$ cat src/inc/dac_core_pkg.sv
// Purpose: shared constants for the quad output converter control core
// Assumes: 24-bit frames {rw, addr[6:0], data[15:0]}, optional 8-bit check byte
// Notes: one word per register, per-channel registers replicated four times
package dac_core_pkg;
   localparam int NUM_CH = 4;
   localparam int NUM_PINS = 6;
   localparam logic [5:0] FRAME_SHORT = 6'd24;
   localparam logic [5:0] FRAME_LONG = 6'd32;
   localparam logic [5:0] COUNT_MAX = 6'h3F;
   // pin order: 0 sclk, 1 sync_n, 2 serial_in, 3 reset_pin_n, 4 wipe, 5 load strobe
   localparam logic [5:0] PIN_IDLE = 6'h2A;
   localparam int PIN_SCLK = 0;
   localparam int PIN_SYNC = 1;
   localparam int PIN_SIN = 2;
   localparam int PIN_RSTN = 3;
   localparam int PIN_WIPE = 4;
   localparam int PIN_LOAD = 5;
   localparam int RW_BIT = 23;
   localparam logic [6:0] ADDR_NOP = 7'h00;
   localparam logic [6:0] ADDR_RST = 7'h01;
   localparam logic [6:0] ADDR_RCFG = 7'h02;
   localparam logic [6:0] ADDR_SEL = 7'h03;
   localparam logic [6:0] ADDR_CFG = 7'h04;
   localparam logic [6:0] ADDR_DATA = 7'h05;
   localparam logic [6:0] ADDR_CSEL = 7'h06;
   localparam logic [6:0] ADDR_CCFG = 7'h07;
   localparam logic [6:0] ADDR_CAL = 7'h08;
   localparam logic [6:0] ADDR_GAIN = 7'h09;
   localparam logic [6:0] ADDR_OFS = 7'h0A;
   localparam logic [6:0] ADDR_STAT = 7'h0B;
   localparam logic [6:0] ADDR_MASK = 7'h0C;
   localparam logic [6:0] ADDR_ACT = 7'h0D;
   localparam logic [6:0] ADDR_ACODE = 7'h0E;
   localparam logic [6:0] ADDR_WDOG = 7'h10;
   localparam logic [6:0] ADDR_ID = 7'h11;
   localparam int RST_BIT = 0;
   localparam int UBT_BIT = 0;
   localparam int POC_BIT = 1;
   localparam int SWCLR_BIT = 2;
   localparam int TRN_BIT = 3;
   localparam int REFEN_BIT = 4;
   localparam int PERMIT_LSB = 9;
   localparam int CLSL_LSB = 9;
   localparam int CH_LSB = 5;
   localparam int DSDO_BIT = 4;
   localparam int FRAME_CHECK_ENABLE_BIT = 3;
   localparam int TRIM_ENABLE_BIT = 0;
   localparam int KICK_BIT = 0;
   localparam int CRE_BIT = 5;
   localparam int UTGL_BIT = 6;
   localparam int CLST_BIT = 12;
   localparam int MCRE_BIT = 5;
   localparam logic [15:0] RCFG_MASK = 16'h1E19;
   localparam logic [15:0] SEL_MASK = 16'h1FFF;
   localparam logic [15:0] CSEL_MASK = 16'h000F;
   localparam logic [15:0] CCFG_MASK = 16'h0FFF;
   localparam logic [15:0] FMASK_MASK = 16'h083F;
   localparam logic [15:0] ACT_MASK = 16'h00FF;
   localparam logic [15:0] ACODE_MASK = 16'hFE00;
   localparam logic [15:0] GAIN_RESET = 16'h8000;
   localparam logic [15:0] MIDSCALE = 16'h8000;
   localparam logic [15:0] ZEROSCALE = 16'h0000;
   localparam logic [16:0] GAIN_BIAS = 17'h08000;
   localparam logic [18:0] CODE_TOP = 19'h0FFFF;
   localparam logic [7:0] CRC_POLY = 8'h07;
endpackage

$ cat src/rtl/dac_reset_clear_crc_regbank.sv
// Purpose: serial register bank, reset/clear handling, frame check and trim math
// Assumes: pins are asynchronous to clock; sclk well below clock/8
// Notes: open-drain and tristate pins are split into value and active-low enable
`timescale 1ns/1ps
`default_nettype none
module dac_reset_clear_crc_regbank #(
   parameter logic [2:0] PART_ID = 3'h5 // arbitrary value
) (
   // clock and reset
   input wire logic clock,
   input wire logic reset,
   input wire logic clock_enable,
   // serial link pins
   input wire logic sclk,
   input wire logic sync_n,
   input wire logic serial_in,
   output logic serial_out,
   output logic serial_out_oe_n,
   // control pins
   input wire logic reset_pin_n,
   input wire logic output_wipe_input,
   input wire logic load_latch_strobe_n,
   output logic alarm_out,
   output logic alarm_oe_n,
   // converter side
   output logic [15:0] channel_code [dac_core_pkg::NUM_CH],
   output logic ref_enable,
   output logic power_off_condition,
   output logic watchdog_kick
);
   localparam int NC = dac_core_pkg::NUM_CH;

   function automatic logic [7:0] crc8(input logic [31:0] d);
      logic [7:0] c;
      logic fb;
      c = 8'h00;
      for (int i = 31; i >= 0; i--)
      begin
         fb = c[7] ^ d[i];
         c = {c[6:0], 1'b0} ^ (fb ? dac_core_pkg::CRC_POLY : 8'h00);
      end
      return c;
   endfunction

   function automatic logic [1:0] first_sel(input logic [3:0] s);
      logic [1:0] r;
      r = 2'd0;
      for (int i = 3; i >= 0; i--)
      begin
         if (s[i])
         begin
            r = 2'(i);
         end
      end
      return r;
   endfunction

   function automatic logic [15:0] trim(input logic [15:0] code, input logic [15:0] g, input logic [15:0] o);
      logic [32:0] prod;
      logic signed [18:0] sum;
      prod = {17'h0, code} * {16'h0, {1'b0, g} + dac_core_pkg::GAIN_BIAS};
      sum = signed'({2'b00, prod[32:16]}) + signed'({{3{o[15]}}, o});
      if (sum < 0)
      begin
         return dac_core_pkg::ZEROSCALE;
      end
      else if (sum > signed'(dac_core_pkg::CODE_TOP))
      begin
         return 16'hFFFF;
      end
      return sum[15:0];
   endfunction

   // pin synchronisers
   logic [5:0] pins_in, s1_q, s2_q, s3_q, f_q, fp_q;
   assign pins_in = {load_latch_strobe_n, output_wipe_input, reset_pin_n, serial_in, sync_n, sclk};
   for (genvar p = 0; p < dac_core_pkg::NUM_PINS; p++)
   begin : g_pin
      always_ff @(posedge clock or posedge reset)
      begin
         if (reset)
         begin
            s1_q[p] <= dac_core_pkg::PIN_IDLE[p];
            s2_q[p] <= dac_core_pkg::PIN_IDLE[p];
            s3_q[p] <= dac_core_pkg::PIN_IDLE[p];
            f_q[p] <= dac_core_pkg::PIN_IDLE[p];
            fp_q[p] <= dac_core_pkg::PIN_IDLE[p];
         end
         else if (clock_enable)
         begin
            s1_q[p] <= pins_in[p];
            s2_q[p] <= s1_q[p];
            s3_q[p] <= s2_q[p];
            if (s2_q[p] == s3_q[p])
            begin
               f_q[p] <= s3_q[p];
            end
            fp_q[p] <= f_q[p];
         end
      end
   end

   logic sclk_fall, sclk_rise, sync_fall, sync_rise, load_fall, hw_rst, wipe;
   assign sclk_fall = fp_q[dac_core_pkg::PIN_SCLK] & ~f_q[dac_core_pkg::PIN_SCLK];
   assign sclk_rise = ~fp_q[dac_core_pkg::PIN_SCLK] & f_q[dac_core_pkg::PIN_SCLK];
   assign sync_fall = fp_q[dac_core_pkg::PIN_SYNC] & ~f_q[dac_core_pkg::PIN_SYNC];
   assign sync_rise = ~fp_q[dac_core_pkg::PIN_SYNC] & f_q[dac_core_pkg::PIN_SYNC];
   assign load_fall = fp_q[dac_core_pkg::PIN_LOAD] & ~f_q[dac_core_pkg::PIN_LOAD];
   assign hw_rst = ~f_q[dac_core_pkg::PIN_RSTN];
   assign wipe = f_q[dac_core_pkg::PIN_WIPE];

   // global registers
   logic [15:0] rcfg_q, sel_q, csel_q, fmask_q, act_q;
   logic soft_rst_q, poc_q, cre_q, clst_q, kick_q, swclr_q, regs_clear;
   logic frame_check_enable, pass_through_mode;
   assign regs_clear = hw_rst | soft_rst_q;
   assign frame_check_enable = sel_q[dac_core_pkg::FRAME_CHECK_ENABLE_BIT];
   assign pass_through_mode = rcfg_q[dac_core_pkg::TRN_BIT];

   // frame receive
   logic [31:0] shift_q, load_word;
   logic [5:0] count_q, frame_len;
   logic active_q, sdo_q, commit, crc_ok, wr_en, rd_req, rd_pending_q;
   logic [23:0] frame, rd_frame;
   logic [6:0] addr, rd_addr_q;
   logic [15:0] wdata, rd_data;
   assign frame_len = frame_check_enable ? dac_core_pkg::FRAME_LONG : dac_core_pkg::FRAME_SHORT;
   assign frame = frame_check_enable ? shift_q[31:8] : shift_q[23:0];
   assign addr = frame[22:16];
   assign wdata = frame[15:0];
   assign crc_ok = ~frame_check_enable | (crc8(shift_q) == 8'h00);
   assign commit = sync_rise & active_q & ~pass_through_mode & ~hw_rst & (count_q >= frame_len);
   assign wr_en = commit & ~frame[dac_core_pkg::RW_BIT] & crc_ok;
   assign rd_req = commit & frame[dac_core_pkg::RW_BIT] & crc_ok;
   assign rd_frame = {1'b0, rd_addr_q, rd_pending_q ? rd_data : 16'h0000};
   assign load_word = frame_check_enable ? {rd_frame, crc8({8'h00, rd_frame})} : {8'h00, rd_frame};

   always_ff @(posedge clock or posedge reset)
   begin
      if (reset)
      begin
         shift_q <= 32'h0000_0000;
         count_q <= 6'h00;
         active_q <= 1'b0;
         sdo_q <= 1'b0;
      end
      else if (clock_enable)
      begin
         if (hw_rst)
         begin
            active_q <= 1'b0;
            count_q <= 6'h00;
         end
         else if (sync_fall)
         begin
            active_q <= 1'b1;
            count_q <= 6'h00;
            shift_q <= load_word;
            sdo_q <= frame_check_enable ? load_word[31] : load_word[23];
         end
         else if (sync_rise)
         begin
            active_q <= 1'b0;
         end
         else if (active_q && sclk_fall)
         begin
            shift_q <= {shift_q[30:0], f_q[dac_core_pkg::PIN_SIN]};
            if (count_q != dac_core_pkg::COUNT_MAX)
            begin
               count_q <= count_q + 6'd1;
            end
         end
         else if (active_q && sclk_rise)
         begin
            // out bit changes on rise so the next device samples it on the fall
            sdo_q <= frame_check_enable ? shift_q[31] : shift_q[23];
         end
         if (pass_through_mode && active_q)
         begin
            sdo_q <= f_q[dac_core_pkg::PIN_SIN];
         end
      end
   end

   always_ff @(posedge clock or posedge reset)
   begin
      if (reset)
      begin
         rd_pending_q <= 1'b0;
         rd_addr_q <= 7'h00;
      end
      else if (clock_enable)
      begin
         if (regs_clear)
         begin
            rd_pending_q <= 1'b0;
         end
         else if (rd_req)
         begin
            rd_pending_q <= 1'b1;
            rd_addr_q <= addr;
         end
         else if (sync_fall)
         begin
            rd_pending_q <= 1'b0;
         end
      end
   end

   assign serial_out = sdo_q;
   assign serial_out_oe_n = ~(active_q & ~hw_rst & ~sel_q[dac_core_pkg::DSDO_BIT]);

   // global register writes
   always_ff @(posedge clock or posedge reset)
   begin
      if (reset)
      begin
         rcfg_q <= 16'h0000;
         sel_q <= 16'h0000;
         csel_q <= 16'h0000;
         fmask_q <= 16'h0000;
         act_q <= 16'h0000;
         clst_q <= 1'b1;
      end
      else if (clock_enable)
      begin
         if (regs_clear)
         begin
            rcfg_q <= 16'h0000;
            sel_q <= 16'h0000;
            csel_q <= 16'h0000;
            fmask_q <= 16'h0000;
            act_q <= 16'h0000;
            clst_q <= 1'b1;
         end
         else if (wr_en)
         begin
            case (addr)
               dac_core_pkg::ADDR_RCFG: rcfg_q <= wdata & dac_core_pkg::RCFG_MASK;
               dac_core_pkg::ADDR_SEL: sel_q <= wdata & dac_core_pkg::SEL_MASK;
               dac_core_pkg::ADDR_CSEL: csel_q <= wdata & dac_core_pkg::CSEL_MASK;
               dac_core_pkg::ADDR_MASK: fmask_q <= wdata & dac_core_pkg::FMASK_MASK;
               dac_core_pkg::ADDR_ACT: act_q <= wdata & dac_core_pkg::ACT_MASK;
               dac_core_pkg::ADDR_STAT: clst_q <= clst_q & ~wdata[dac_core_pkg::CLST_BIT];
               default: clst_q <= clst_q;
            endcase
         end
      end
   end

   always_ff @(posedge clock or posedge reset)
   begin
      if (reset)
      begin
         soft_rst_q <= 1'b0;
         swclr_q <= 1'b0;
         kick_q <= 1'b0;
         poc_q <= 1'b0;
      end
      else if (clock_enable)
      begin
         soft_rst_q <= wr_en & ~soft_rst_q & (addr == dac_core_pkg::ADDR_RST) & wdata[dac_core_pkg::RST_BIT];
         swclr_q <= wr_en & (addr == dac_core_pkg::ADDR_RCFG) & wdata[dac_core_pkg::SWCLR_BIT];
         kick_q <= wr_en & (addr == dac_core_pkg::ADDR_WDOG) & wdata[dac_core_pkg::KICK_BIT];
         // power-off condition survives both resets; power-up or an RCFG write with the bit low clears it
         if (wr_en && addr == dac_core_pkg::ADDR_RCFG)
         begin
            poc_q <= wdata[dac_core_pkg::POC_BIT];
         end
      end
   end

   always_ff @(posedge clock or posedge reset)
   begin
      if (reset)
      begin
         cre_q <= 1'b0;
      end
      else if (clock_enable)
      begin
         if (regs_clear)
         begin
            cre_q <= 1'b0;
         end
         else if (commit && !crc_ok)
         begin
            cre_q <= 1'b1;
         end
         else if (!frame_check_enable)
         begin
            cre_q <= 1'b0;
         end
      end
   end

   assign alarm_out = 1'b0;
   assign alarm_oe_n = ~(cre_q & ~fmask_q[dac_core_pkg::MCRE_BIT]);
   assign ref_enable = rcfg_q[dac_core_pkg::REFEN_BIT];
   assign power_off_condition = poc_q;
   assign watchdog_kick = kick_q;

   // per-channel state
   logic [15:0] cfg_q [NC], data_q [NC], ccfg_q [NC], gain_q [NC], ofs_q [NC], acode_q [NC], latch_q [NC];
   logic [NC-1:0] cal_q, wiped_q, wipe_now;
   logic [3:0] ch_sel, cv_sel;
   logic load_async, load_latch_strobe_load;
   assign ch_sel = sel_q[dac_core_pkg::CH_LSB +: 4];
   assign cv_sel = csel_q[3:0];
   assign load_async = ~f_q[dac_core_pkg::PIN_LOAD];
   assign load_latch_strobe_load = load_fall & ~wipe;

   for (genvar i = 0; i < NC; i++)
   begin : g_ch
      logic wr_ch, wr_cv, permit, new_data;
      assign wr_ch = wr_en & ch_sel[i];
      assign wr_cv = wr_en & cv_sel[i];
      assign permit = rcfg_q[dac_core_pkg::PERMIT_LSB + i];
      assign new_data = wr_ch & (addr == dac_core_pkg::ADDR_DATA);
      assign wipe_now[i] = wiped_q[i] | (wipe & permit);

      always_ff @(posedge clock or posedge reset)
      begin
         if (reset)
         begin
            cfg_q[i] <= 16'h0000;
            data_q[i] <= 16'h0000;
            ccfg_q[i] <= 16'h0000;
            cal_q[i] <= 1'b0;
            gain_q[i] <= dac_core_pkg::GAIN_RESET;
            ofs_q[i] <= 16'h0000;
            acode_q[i] <= 16'h0000;
         end
         else if (clock_enable)
         begin
            if (regs_clear)
            begin
               cfg_q[i] <= 16'h0000;
               data_q[i] <= 16'h0000;
               ccfg_q[i] <= 16'h0000;
               cal_q[i] <= 1'b0;
               gain_q[i] <= dac_core_pkg::GAIN_RESET;
               ofs_q[i] <= 16'h0000;
               acode_q[i] <= 16'h0000;
            end
            else
            begin
               if (wr_ch && addr == dac_core_pkg::ADDR_CFG) cfg_q[i] <= wdata;
               if (new_data) data_q[i] <= wdata;
               if (wr_cv && addr == dac_core_pkg::ADDR_CCFG) ccfg_q[i] <= wdata & dac_core_pkg::CCFG_MASK;
               if (wr_ch && addr == dac_core_pkg::ADDR_CAL) cal_q[i] <= wdata[dac_core_pkg::TRIM_ENABLE_BIT];
               if (wr_ch && addr == dac_core_pkg::ADDR_GAIN) gain_q[i] <= wdata;
               if (wr_ch && addr == dac_core_pkg::ADDR_OFS) ofs_q[i] <= wdata;
               if (wr_ch && addr == dac_core_pkg::ADDR_ACODE) acode_q[i] <= wdata & dac_core_pkg::ACODE_MASK;
            end
         end
      end

      always_ff @(posedge clock or posedge reset)
      begin
         if (reset)
         begin
            latch_q[i] <= 16'h0000;
            wiped_q[i] <= 1'b0;
            channel_code[i] <= 16'h0000;
         end
         else if (clock_enable)
         begin
            if (regs_clear)
            begin
               latch_q[i] <= 16'h0000;
               wiped_q[i] <= 1'b0;
               channel_code[i] <= 16'h0000;
            end
            else
            begin
               if (new_data && load_async)
               begin
                  latch_q[i] <= wdata;
               end
               else if (load_latch_strobe_load)
               begin
                  latch_q[i] <= data_q[i];
               end
               // set wins, so a held wipe keeps the channel cleared
               if ((wipe || swclr_q) && permit)
               begin
                  wiped_q[i] <= 1'b1;
               end
               else if (new_data)
               begin
                  wiped_q[i] <= 1'b0;
               end
               // wipe bypasses any slewing: the code jumps in one cycle
               if (wipe_now[i] || (swclr_q && permit))
               begin
                  channel_code[i] <= sel_q[dac_core_pkg::CLSL_LSB + i] ? dac_core_pkg::MIDSCALE
                                                                       : dac_core_pkg::ZEROSCALE;
               end
               else
               begin
                  channel_code[i] <= cal_q[i] ? trim(latch_q[i], gain_q[i], ofs_q[i]) : latch_q[i];
               end
            end
         end
      end
   end

   // readback mux
   logic [1:0] rc, rv;
   assign rc = first_sel(ch_sel);
   assign rv = first_sel(cv_sel);
   always_comb
   begin
      rd_data = 16'h0000;
      case (rd_addr_q)
         dac_core_pkg::ADDR_RCFG: rd_data = rcfg_q | (16'(poc_q) << dac_core_pkg::POC_BIT);
         dac_core_pkg::ADDR_SEL: rd_data = sel_q;
         dac_core_pkg::ADDR_CFG: rd_data = cfg_q[rc];
         dac_core_pkg::ADDR_DATA: rd_data = data_q[rc];
         dac_core_pkg::ADDR_CSEL: rd_data = csel_q;
         dac_core_pkg::ADDR_CCFG: rd_data = ccfg_q[rv];
         dac_core_pkg::ADDR_CAL: rd_data = 16'(cal_q[rc]);
         dac_core_pkg::ADDR_GAIN: rd_data = gain_q[rc];
         dac_core_pkg::ADDR_OFS: rd_data = ofs_q[rc];
         dac_core_pkg::ADDR_STAT:
         begin
            rd_data[dac_core_pkg::CLST_BIT] = clst_q;
            rd_data[dac_core_pkg::UTGL_BIT] = rcfg_q[dac_core_pkg::UBT_BIT];
            rd_data[dac_core_pkg::CRE_BIT] = cre_q;
         end
         dac_core_pkg::ADDR_MASK: rd_data = fmask_q;
         dac_core_pkg::ADDR_ACT: rd_data = act_q;
         dac_core_pkg::ADDR_ACODE: rd_data = acode_q[rc];
         dac_core_pkg::ADDR_ID: rd_data = {13'h0000, PART_ID};
         default: rd_data = 16'h0000;
      endcase
   end
endmodule
`default_nettype wire

$ cat config.mk
export PLATFORM = sky130hd
export DESIGN_NAME = dac_reset_clear_crc_regbank
export DESIGN_NICKNAME = d
export VERILOG_FILES = /design/src/inc/dac_core_pkg.sv /design/src/rtl/dac_reset_clear_crc_regbank.sv
export SDC_FILE = /design/constraint.sdc
export NUM_CORES = 2
export LEC_CHECK = 0
export CAP_MARGIN = 30
export CORE_ASPECT_RATIO = 0.7
export CORE_MARGIN = 5
export CORE_UTILIZATION = 65
export CTS_BUF_LIST = sky130_fd_sc_hd__clkbuf_4 sky130_fd_sc_hd__clkbuf_8
export DETAILED_ROUTE_END_ITERATION = 8
export DONT_BUFFER_PORTS = 1
export GPL_TIMING_DRIVEN = 1
export PLACE_DENSITY = 0.81
export REMOVE_ABC_BUFFERS = 1
export SLEW_MARGIN = 10
export SYNTH_ARGS = -nofsm -noshare
export SYNTH_HDL_FRONTEND = slang
export SYNTH_SLANG_ARGS = --single-unit
$ cat constraint.sdc
create_clock -name clock -period 29.2 [get_ports clock]
set_input_delay 4.38 -clock clock [delete_from_list [all_inputs] [get_ports clock]]
set_output_delay 4.38 -clock clock [all_outputs]
set_load 0.005 [all_outputs]
-- Word-level counts from Yosys, hierarchy flattened
Cells that the tools add are included.
- flip-flop bits (word level): 681
- input port bits: 9
- word-level logic and storage cells: 740
- output and inout bits: 71
- $mul: 4
- eq/ne operators: 44
- mux-type cells: 263
- add/sub/neg operators: 9
- bitwise operators: 173
- order comparisons: 12
- reductions and logical operators: 151
- operators by type and width (kind ; count):
    $mux 16 ; 116
    $xor 8x3->8 ; 45
    $bmux 16 s2 ; 6
    $mux 3 ; 55
    $mul 16x17->33 ; 4
    $eq 7x4->1 const B ; 14
    $mux 32 ; 3
    $reduce_and 2->1 ; 46
    $add 18x16->19 ; 4
    $gt 19x17->1 const B ; 4
    $lt 19x1->1 const B ; 4
    $reduce_bool 2->1 ; 37
    $add 16x16->17 const B ; 4
    $pmux 5 s13 ; 1
    $mux 1 ; 61
    $eq 7x3->1 const B ; 8
    $pmux 5 s11 ; 1
    $xor 1x1->1 ; 43
    $and 1x1->1 ; 41
    $logic_and 1x1->1 ; 41
    $mux 6 ; 6
    $pmux 3 s11 ; 1
    $mux 31 ; 1
    $reduce_bool 3->1 ; 10
    33 further kinds ; 100

-- Logic depth before layout (Yosys ltp)
- word-level depth: 93
- mapped depth: 38
- mapped depth without buffers: 36

-- Least setup slack after synthesis
Ideal clock, no wire load.
- path kind: register -> register
- start: reg latch_q[7] in the netlist's numbering
- end: reg channel_code[12] in the netlist's numbering
- buffers on the path: 3
- slack: 19999 ps
- data arrival time: 9075 ps
- data required time: 29074 ps
- cell stages (with the launch flop): 38
- cells stage by stage: dfrtp_1 clkbuf_1 clkbuf_1 nand2_1 fa_1 inv_1 fa_1 inv_1 fa_1 inv_1 fa_1 fa_1 inv_1 fa_1 inv_1 ha_1 a21o_1 a2111oi_0 [... 2 more ...] o31a_1 o32ai_1 o211ai_1 a21boi_0 nor2_1 xnor2_1 ha_1 a21oi_1 nand2_1 a2111oi_0 o31ai_1 a221oi_2 nor2_1 or4b_1 a41oi_1 buf_2 nand2_1 a221o_1
- longest elaborated chain between the ends: 12
- ends and longest elaborated chain (element ; line ; text):
    start, declared ; dac_reset_clear_crc_regbank.sv:303 ; logic [15:0] cfg_q [NC], data_q [NC], ccfg_q [NC], gain_q [NC], ofs_q [NC], acode_q [NC], latch_q [NC];
    start signal, assigned by index ; dac_reset_clear_crc_regbank.sv:378 ; latch_q[i] <= wdata;
    start signal, assigned by index ; dac_reset_clear_crc_regbank.sv:382 ; latch_q[i] <= data_q[i];
    $mul 16x17->33 (*) ; dac_reset_clear_crc_regbank.sv:61 ; prod = {17'h0, code} * {16'h0, {1'b0, g} + dac_core_pkg::GAIN_BIAS};
    $add 18x16->19 (*) ; dac_reset_clear_crc_regbank.sv:62 ; sum = signed'({2'b00, prod[32:16]}) + signed'({{3{o[15]}}, o});
    $gt 19x17->1 ; dac_reset_clear_crc_regbank.sv:67 ; else if (sum > signed'(dac_core_pkg::CODE_TOP))
    $mux 1 ; dac_reset_clear_crc_regbank.sv:67 ;
    $mux 1 ; dac_reset_clear_crc_regbank.sv:63 ; if (sum < 0)
    $mux 1 ; dac_reset_clear_crc_regbank.sv:394 ; if (wipe_now[i] || (swclr_q && permit))
    $mux 1 ; dac_reset_clear_crc_regbank.sv:368 ; if (regs_clear)
    $mux 1 ; dac_reset_clear_crc_regbank.sv:366 ; else if (clock_enable)
    $mux 16 (*) ; dac_reset_clear_crc_regbank.sv:71 ; return sum[15:0];
    $mux 16 (*) ; dac_reset_clear_crc_regbank.sv:401 ; channel_code[i] <= cal_q[i] ? trim(latch_q[i], gain_q[i], ofs_q[i]) : latch_q[i];
    $mux 16 (*) ; dac_reset_clear_crc_regbank.sv:394 ;
    $mux 16 (*) ; dac_reset_clear_crc_regbank.sv:368 ;
    end signal, assigned by index ; dac_reset_clear_crc_regbank.sv:396 ; channel_code[i] <= sel_q[dac_core_pkg::CLSL_LSB + i] ? dac_core_pkg::MIDSCALE
    end signal, assigned by index ; dac_reset_clear_crc_regbank.sv:401 ;
    end, declared ; dac_reset_clear_crc_regbank.sv:26 ; output logic [15:0] channel_code [dac_core_pkg::NUM_CH],
Every way passes the cells marked *; elsewhere a longest branch is shown, timed or not. The select of a mux whose other input is x is not followed.
A chain may end at the register's enable or synchronous reset.

-- Worst setup path in the final report
- start: reg gain_q[7] in the netlist's numbering
- end: reg channel_code[2] in the netlist's numbering
- longest elaborated chain between the ends: 13
- ends and longest elaborated chain (element ; line ; text):
    start, declared ; dac_reset_clear_crc_regbank.sv:303 ;
    start signal, assigned by index ; dac_reset_clear_crc_regbank.sv:329 ; gain_q[i] <= dac_core_pkg::GAIN_RESET;
    start signal, assigned by index ; dac_reset_clear_crc_regbank.sv:341 ; gain_q[i] <= dac_core_pkg::GAIN_RESET;
    start signal, assigned by index ; dac_reset_clear_crc_regbank.sv:351 ; if (wr_ch && addr == dac_core_pkg::ADDR_GAIN) gain_q[i] <= wdata;
    $add 16x16->17 (*) ; dac_reset_clear_crc_regbank.sv:61 ;
    $mul 16x17->33 (*) ; dac_reset_clear_crc_regbank.sv:61 ;
    $add 18x16->19 (*) ; dac_reset_clear_crc_regbank.sv:62 ;
    $gt 19x17->1 ; dac_reset_clear_crc_regbank.sv:67 ;
    $mux 1 ; dac_reset_clear_crc_regbank.sv:67 ;
    $mux 1 ; dac_reset_clear_crc_regbank.sv:63 ;
    $mux 1 ; dac_reset_clear_crc_regbank.sv:394 ;
    $mux 1 ; dac_reset_clear_crc_regbank.sv:368 ;
    $mux 1 ; dac_reset_clear_crc_regbank.sv:366 ;
    $mux 16 (*) ; dac_reset_clear_crc_regbank.sv:71 ;
    $mux 16 (*) ; dac_reset_clear_crc_regbank.sv:401 ;
    $mux 16 (*) ; dac_reset_clear_crc_regbank.sv:394 ;
    $mux 16 (*) ; dac_reset_clear_crc_regbank.sv:368 ;
Marked as above.

==> results.tsv <==
stage	metric	value	unit
finish	number of fill cells	7779	
worst_setup_path	Worst Path Buf+Inv	6	
worst_setup_path	cell with the largest stage delay on the worst path	sky130_fd_sc_hd__dfrtp_1	
yosys	main combinational cell family by area after synthesis	adder cells	
die	IO Count	80	
detailed_routing	iteration count of the initial detailed-routing pass	6	
global_route	initial antenna violation count	9	
clocking	Post-CTS Hold Fix Bufs	0	
power	maximum resistive drop on vdd	0.104	mV
global_route	overflow left after global routing	0	
sta	Relative slew margins	26.2	%
global_route	met3 GRT Util	15.9	%
yosys	count of distinct cell types in the synthesized netlist	95	
clocking	total clock buffers created by CTS	97	
worst_setup_path	Crit path largest cell delay	0.86	ns
yosys	proportion of synthesized flip-flops having asynchronous set or reset	100	%
finish	most common library cell in the layout ignoring fill and taps	sky130_fd_sc_hd__nand2_1	
sta	number of pins with negative max-slew slack in the final report	0	
global_route	via count of the first global-routing pass	54851	
power	leakage power total	36.1	nW
placed_design	hpwl dp	161000	um
finish	number of standard cells in the final layout excluding fillers	8291	
sta	achievable frequency	97.5	MHz
yosys	simple-gate area share of the yosys netlist	15.2	%
global_route	global-route wire length before repair	333000	um
finish	area occupied by multi-input gates	46300	um^2
sta	setup total negative slack	0	ns
worst_setup_path	critical-path maximum fanout	18	
yosys	top cells by area, synth	sky130_fd_sc_hd__fa_1 (25%), sky130_fd_sc_hd__dfrtp_1 (21%), sky130_fd_sc_hd__ha_1 (9.1%), sky130_fd_sc_hd__nand2_1 (6.0%), sky130_fd_sc_hd__inv_1 (5.6%)	
detailed_routing	DR vias/cell	6.43	
sta	endpoints failing hold	0	
finish	total area of sequential cells	14700	um^2
die	die area	109000	um^2
worst_setup_path	signal arrival time at the worst endpoint	10.91	ns
die	total core area	102000	um^2
die	height of the die	278	um
clocking	H-tree depth	3	
power	power density of the placed cells	38.3	nW/um^2
sta	setup repair after global routing missed its margin	no	
global_route	GRT met2 Usage	57.6	%
clocking	clock tree from TritonCTS	yes	
detailed_routing	number of routed nets with antenna violations	0	
yosys	number of storage elements in the synthesis netlist	588	
detailed_routing	total number of vias	53328	
clocking	CTS-repair resized insts	0	
worst_setup_path	Crit path top cell by count	sky130_fd_sc_hd__fa_1	
sta	Final min period	10.26	ns
finish	share of cells above drive strength 1	7.29	%
sta	slew at the pin closest to its max-slew limit	1.10	ns
yosys	Synth top area share	25.0	%
yosys	Compound-Gate Fraction of Synth Area	9.78	%
sta	number of setup violations in the final report	0	
detailed_routing	violation count after the first detailed-route iteration	6233	
die	effective utilization at floorplan	65.3	%
yosys	Yosys top cell by area	sky130_fd_sc_hd__fa_1	
global_route	GR Layer Usage met1	55.2	%
yosys	cell area after technology mapping	66500	um^2
clocking	CTS root buf	sky130_fd_sc_hd__clkbuf_8	
detailed_routing	post-detailed-routing wire length	216000	um
clocking	Clock transition at path regs	0.07	ns
clocking	number of buffers on the longest clock path	3	
run_status	status	finished clean	
yosys	mux contribution to synthesized area	6.99	%
global_route	largest net degree at the start of global routing	154	
global_route	GRT Max-Usage Layer	met2	
worst_setup_path	gate family responsible for the most delay along the worst path	compound AO/OA/AOI/OAI gates	
finish	synthesis-to-finish area growth	5.24	%
yosys	Yosys warnings	0	
global_route	combined global-route utilization of all metal layers	40.2	%
yosys	dominant register cell in the synthesized netlist	sky130_fd_sc_hd__dfrtp_1	
sta	Clock Skews	0.0495	ns
yosys	post-synthesis area per instance	9.44	um^2
die	horizontal die dimension	392	um
job	number of max-cap violations	0	
finish	top library cells by usage in the layout, fill and taps aside	sky130_fd_sc_hd__nand2_1 (1,057), sky130_fd_sc_hd__inv_1 (991), sky130_fd_sc_hd__fa_1 (832), sky130_fd_sc_hd__dfrtp_1 (568), sky130_fd_sc_hd__ha_1 (483)	
worst_setup_path	Setup Crit Path Kind	flop to flop	
sta	ratio of final minimum period to clock period	35.1	%
worst_hold_path	hold crit path type	flop to flop	
worst_setup_path	CP Launch Type	flop	
clocking	post-CTS setup buffer count	0	
worst_setup_path	required time at the worst-slack endpoint	29.86	ns
yosys	adder and majority gate portion of the synthesized area	34.1	%
placed_design	last weighted congestion value of the routability-driven placer	1.08	
die	FP Rows	98	
detailed_routing	remaining design rule violation count	0	
clocking	clock latency reported for the late side of the worst-skew pair	0.82	ns
finish	net count of the finished layout	8184	
yosys	synthesized netlist cell count	7048	
detailed_routing	routed length per placed instance	26.0	um
placed_design	buffers added on ports	0	
yosys	share of the synthesized netlist area taken by xor and xnor gates	3.42	%
yosys	register area share after synthesis	22.2	%
worst_setup_path	CP endpoint kind	flop	
placed_design	Cell Count Post-Placement	8100	
clocking	number of clock sinks seen by CTS	588	
yosys	number of enable flip-flop cells after synthesis	0	
==> final timing paths <==
| kind | start | end | slack (ns) | cells past startpoint |
|---|---|---|---|---|
| worst min register to register | clst_q | clst_q | 0.48 | 2 |
| worst max register to register | gain_q[7] | channel_code[2] | 18.94 | 35 |
| min in group asynchronous | reset | cfg_q[11] | 3.57 | 1 |
| max in group asynchronous | reset | channel_code[30] | 23.19 | 6 |
| worst min-delay path | clst_q | clst_q | 0.48 | 2 |
| worst max-delay path | gain_q[7] | channel_code[2] | 18.94 | 35 |
==> logic make-up after synthesis <==
group | Yosys count
and+or+nand+nor | 2150
buffers and inverters | 1442
adders and majority gates | 1315
AOI/OAI and AO/OA | 934
DFF | 588
muxes | 388
xor gates and xnor gates | 229
other | 2
==> Yosys cell counts, types with 65 or more instances <==
| master | number |
|---|---|
| sky130_fd_sc_hd__o21ai_0 | 233 |
| sky130_fd_sc_hd__ha_1 | 483 |
| sky130_fd_sc_hd__dfrtp_1 | 569 |
| sky130_fd_sc_hd__and2_1 | 451 |
| sky130_fd_sc_hd__nand2b_1 | 80 |
| sky130_fd_sc_hd__a21oi_1 | 148 |
| sky130_fd_sc_hd__fa_1 | 832 |
| sky130_fd_sc_hd__clkbuf_1 | 359 |
| sky130_fd_sc_hd__nand2_1 | 1058 |
| sky130_fd_sc_hd__nand3_1 | 115 |
| sky130_fd_sc_hd__nor2_1 | 239 |
| sky130_fd_sc_hd__a221o_1 | 65 |
| sky130_fd_sc_hd__inv_1 | 993 |
| sky130_fd_sc_hd__xnor2_1 | 151 |
| sky130_fd_sc_hd__mux2i_1 | 292 |
==> routing by layer <==
| layer | vias to the layer above | part of all wire, % |
|---|---|---|
| li1 | 22355 | - |
| met2 | 3610 | 42 |
| met5 | - | 0.025 |
| met4 | 8 | 5.1 |
| met3 | 719 | 15 |
| met1 | 26636 | 38 |
==> report_power, final <==
part,total (mW),switching [mW],internal [mW]
Clock,0.865,0.399,0.466
Combinational,0.891,0.566,0.325
Sequential,0.925,0.0739,0.851
Total,2.68,1.04,1.64
==> registers in the layout, indices dropped and copies added, names as in the netlist, 32 cells and up <==
register,cells
ccfg_q,48
shift_q,32
channel_code,64
cfg_q,64
gain_q,64
ofs_q,64
data_q,64
latch_q,64
==> metrics by stage <==
stage	worst slack (ns)	instance area [um^2]	hold WS [ns]	utilization (%)	power, mW
finish	18.94	70000	0.482	68.8	2.68
global route	18.27	70000	0.517	68.8	2.76
CTS	19.08	69800	0.478	68.6	2.63
detailed placement	19.13	67600	0.468	66.4	1.78
global placement	19.44	67400	0.460	66.3	1.76
floorplan	8.40	64800	0.451	-	1.47
==> layout make-up <==
class	instances	area share, %
antenna	3	0.0107
clock buffer	149	2.64
clock inverter	28	0.552
inverter	993	5.34
multi-input combinational	5037	66.2
sequential	588	21.1
tap	1350	2.41
timing repair buffer	143	1.77
==> worst register-to-register path, delay by kind of cell (launching register included) <==
family / cells / cell delay, ns
adders and majority gates: 8 / 3.59
AOI/OAI and AO/OA: 13 / 3.83
and+or+nand+nor: 7 / 1.20
DFF: 1 / 0.86
xor gates and xnor gates: 1 / 0.15
buffers and inverters: 6 / 0.49
(Power assumes the default switching activity.)
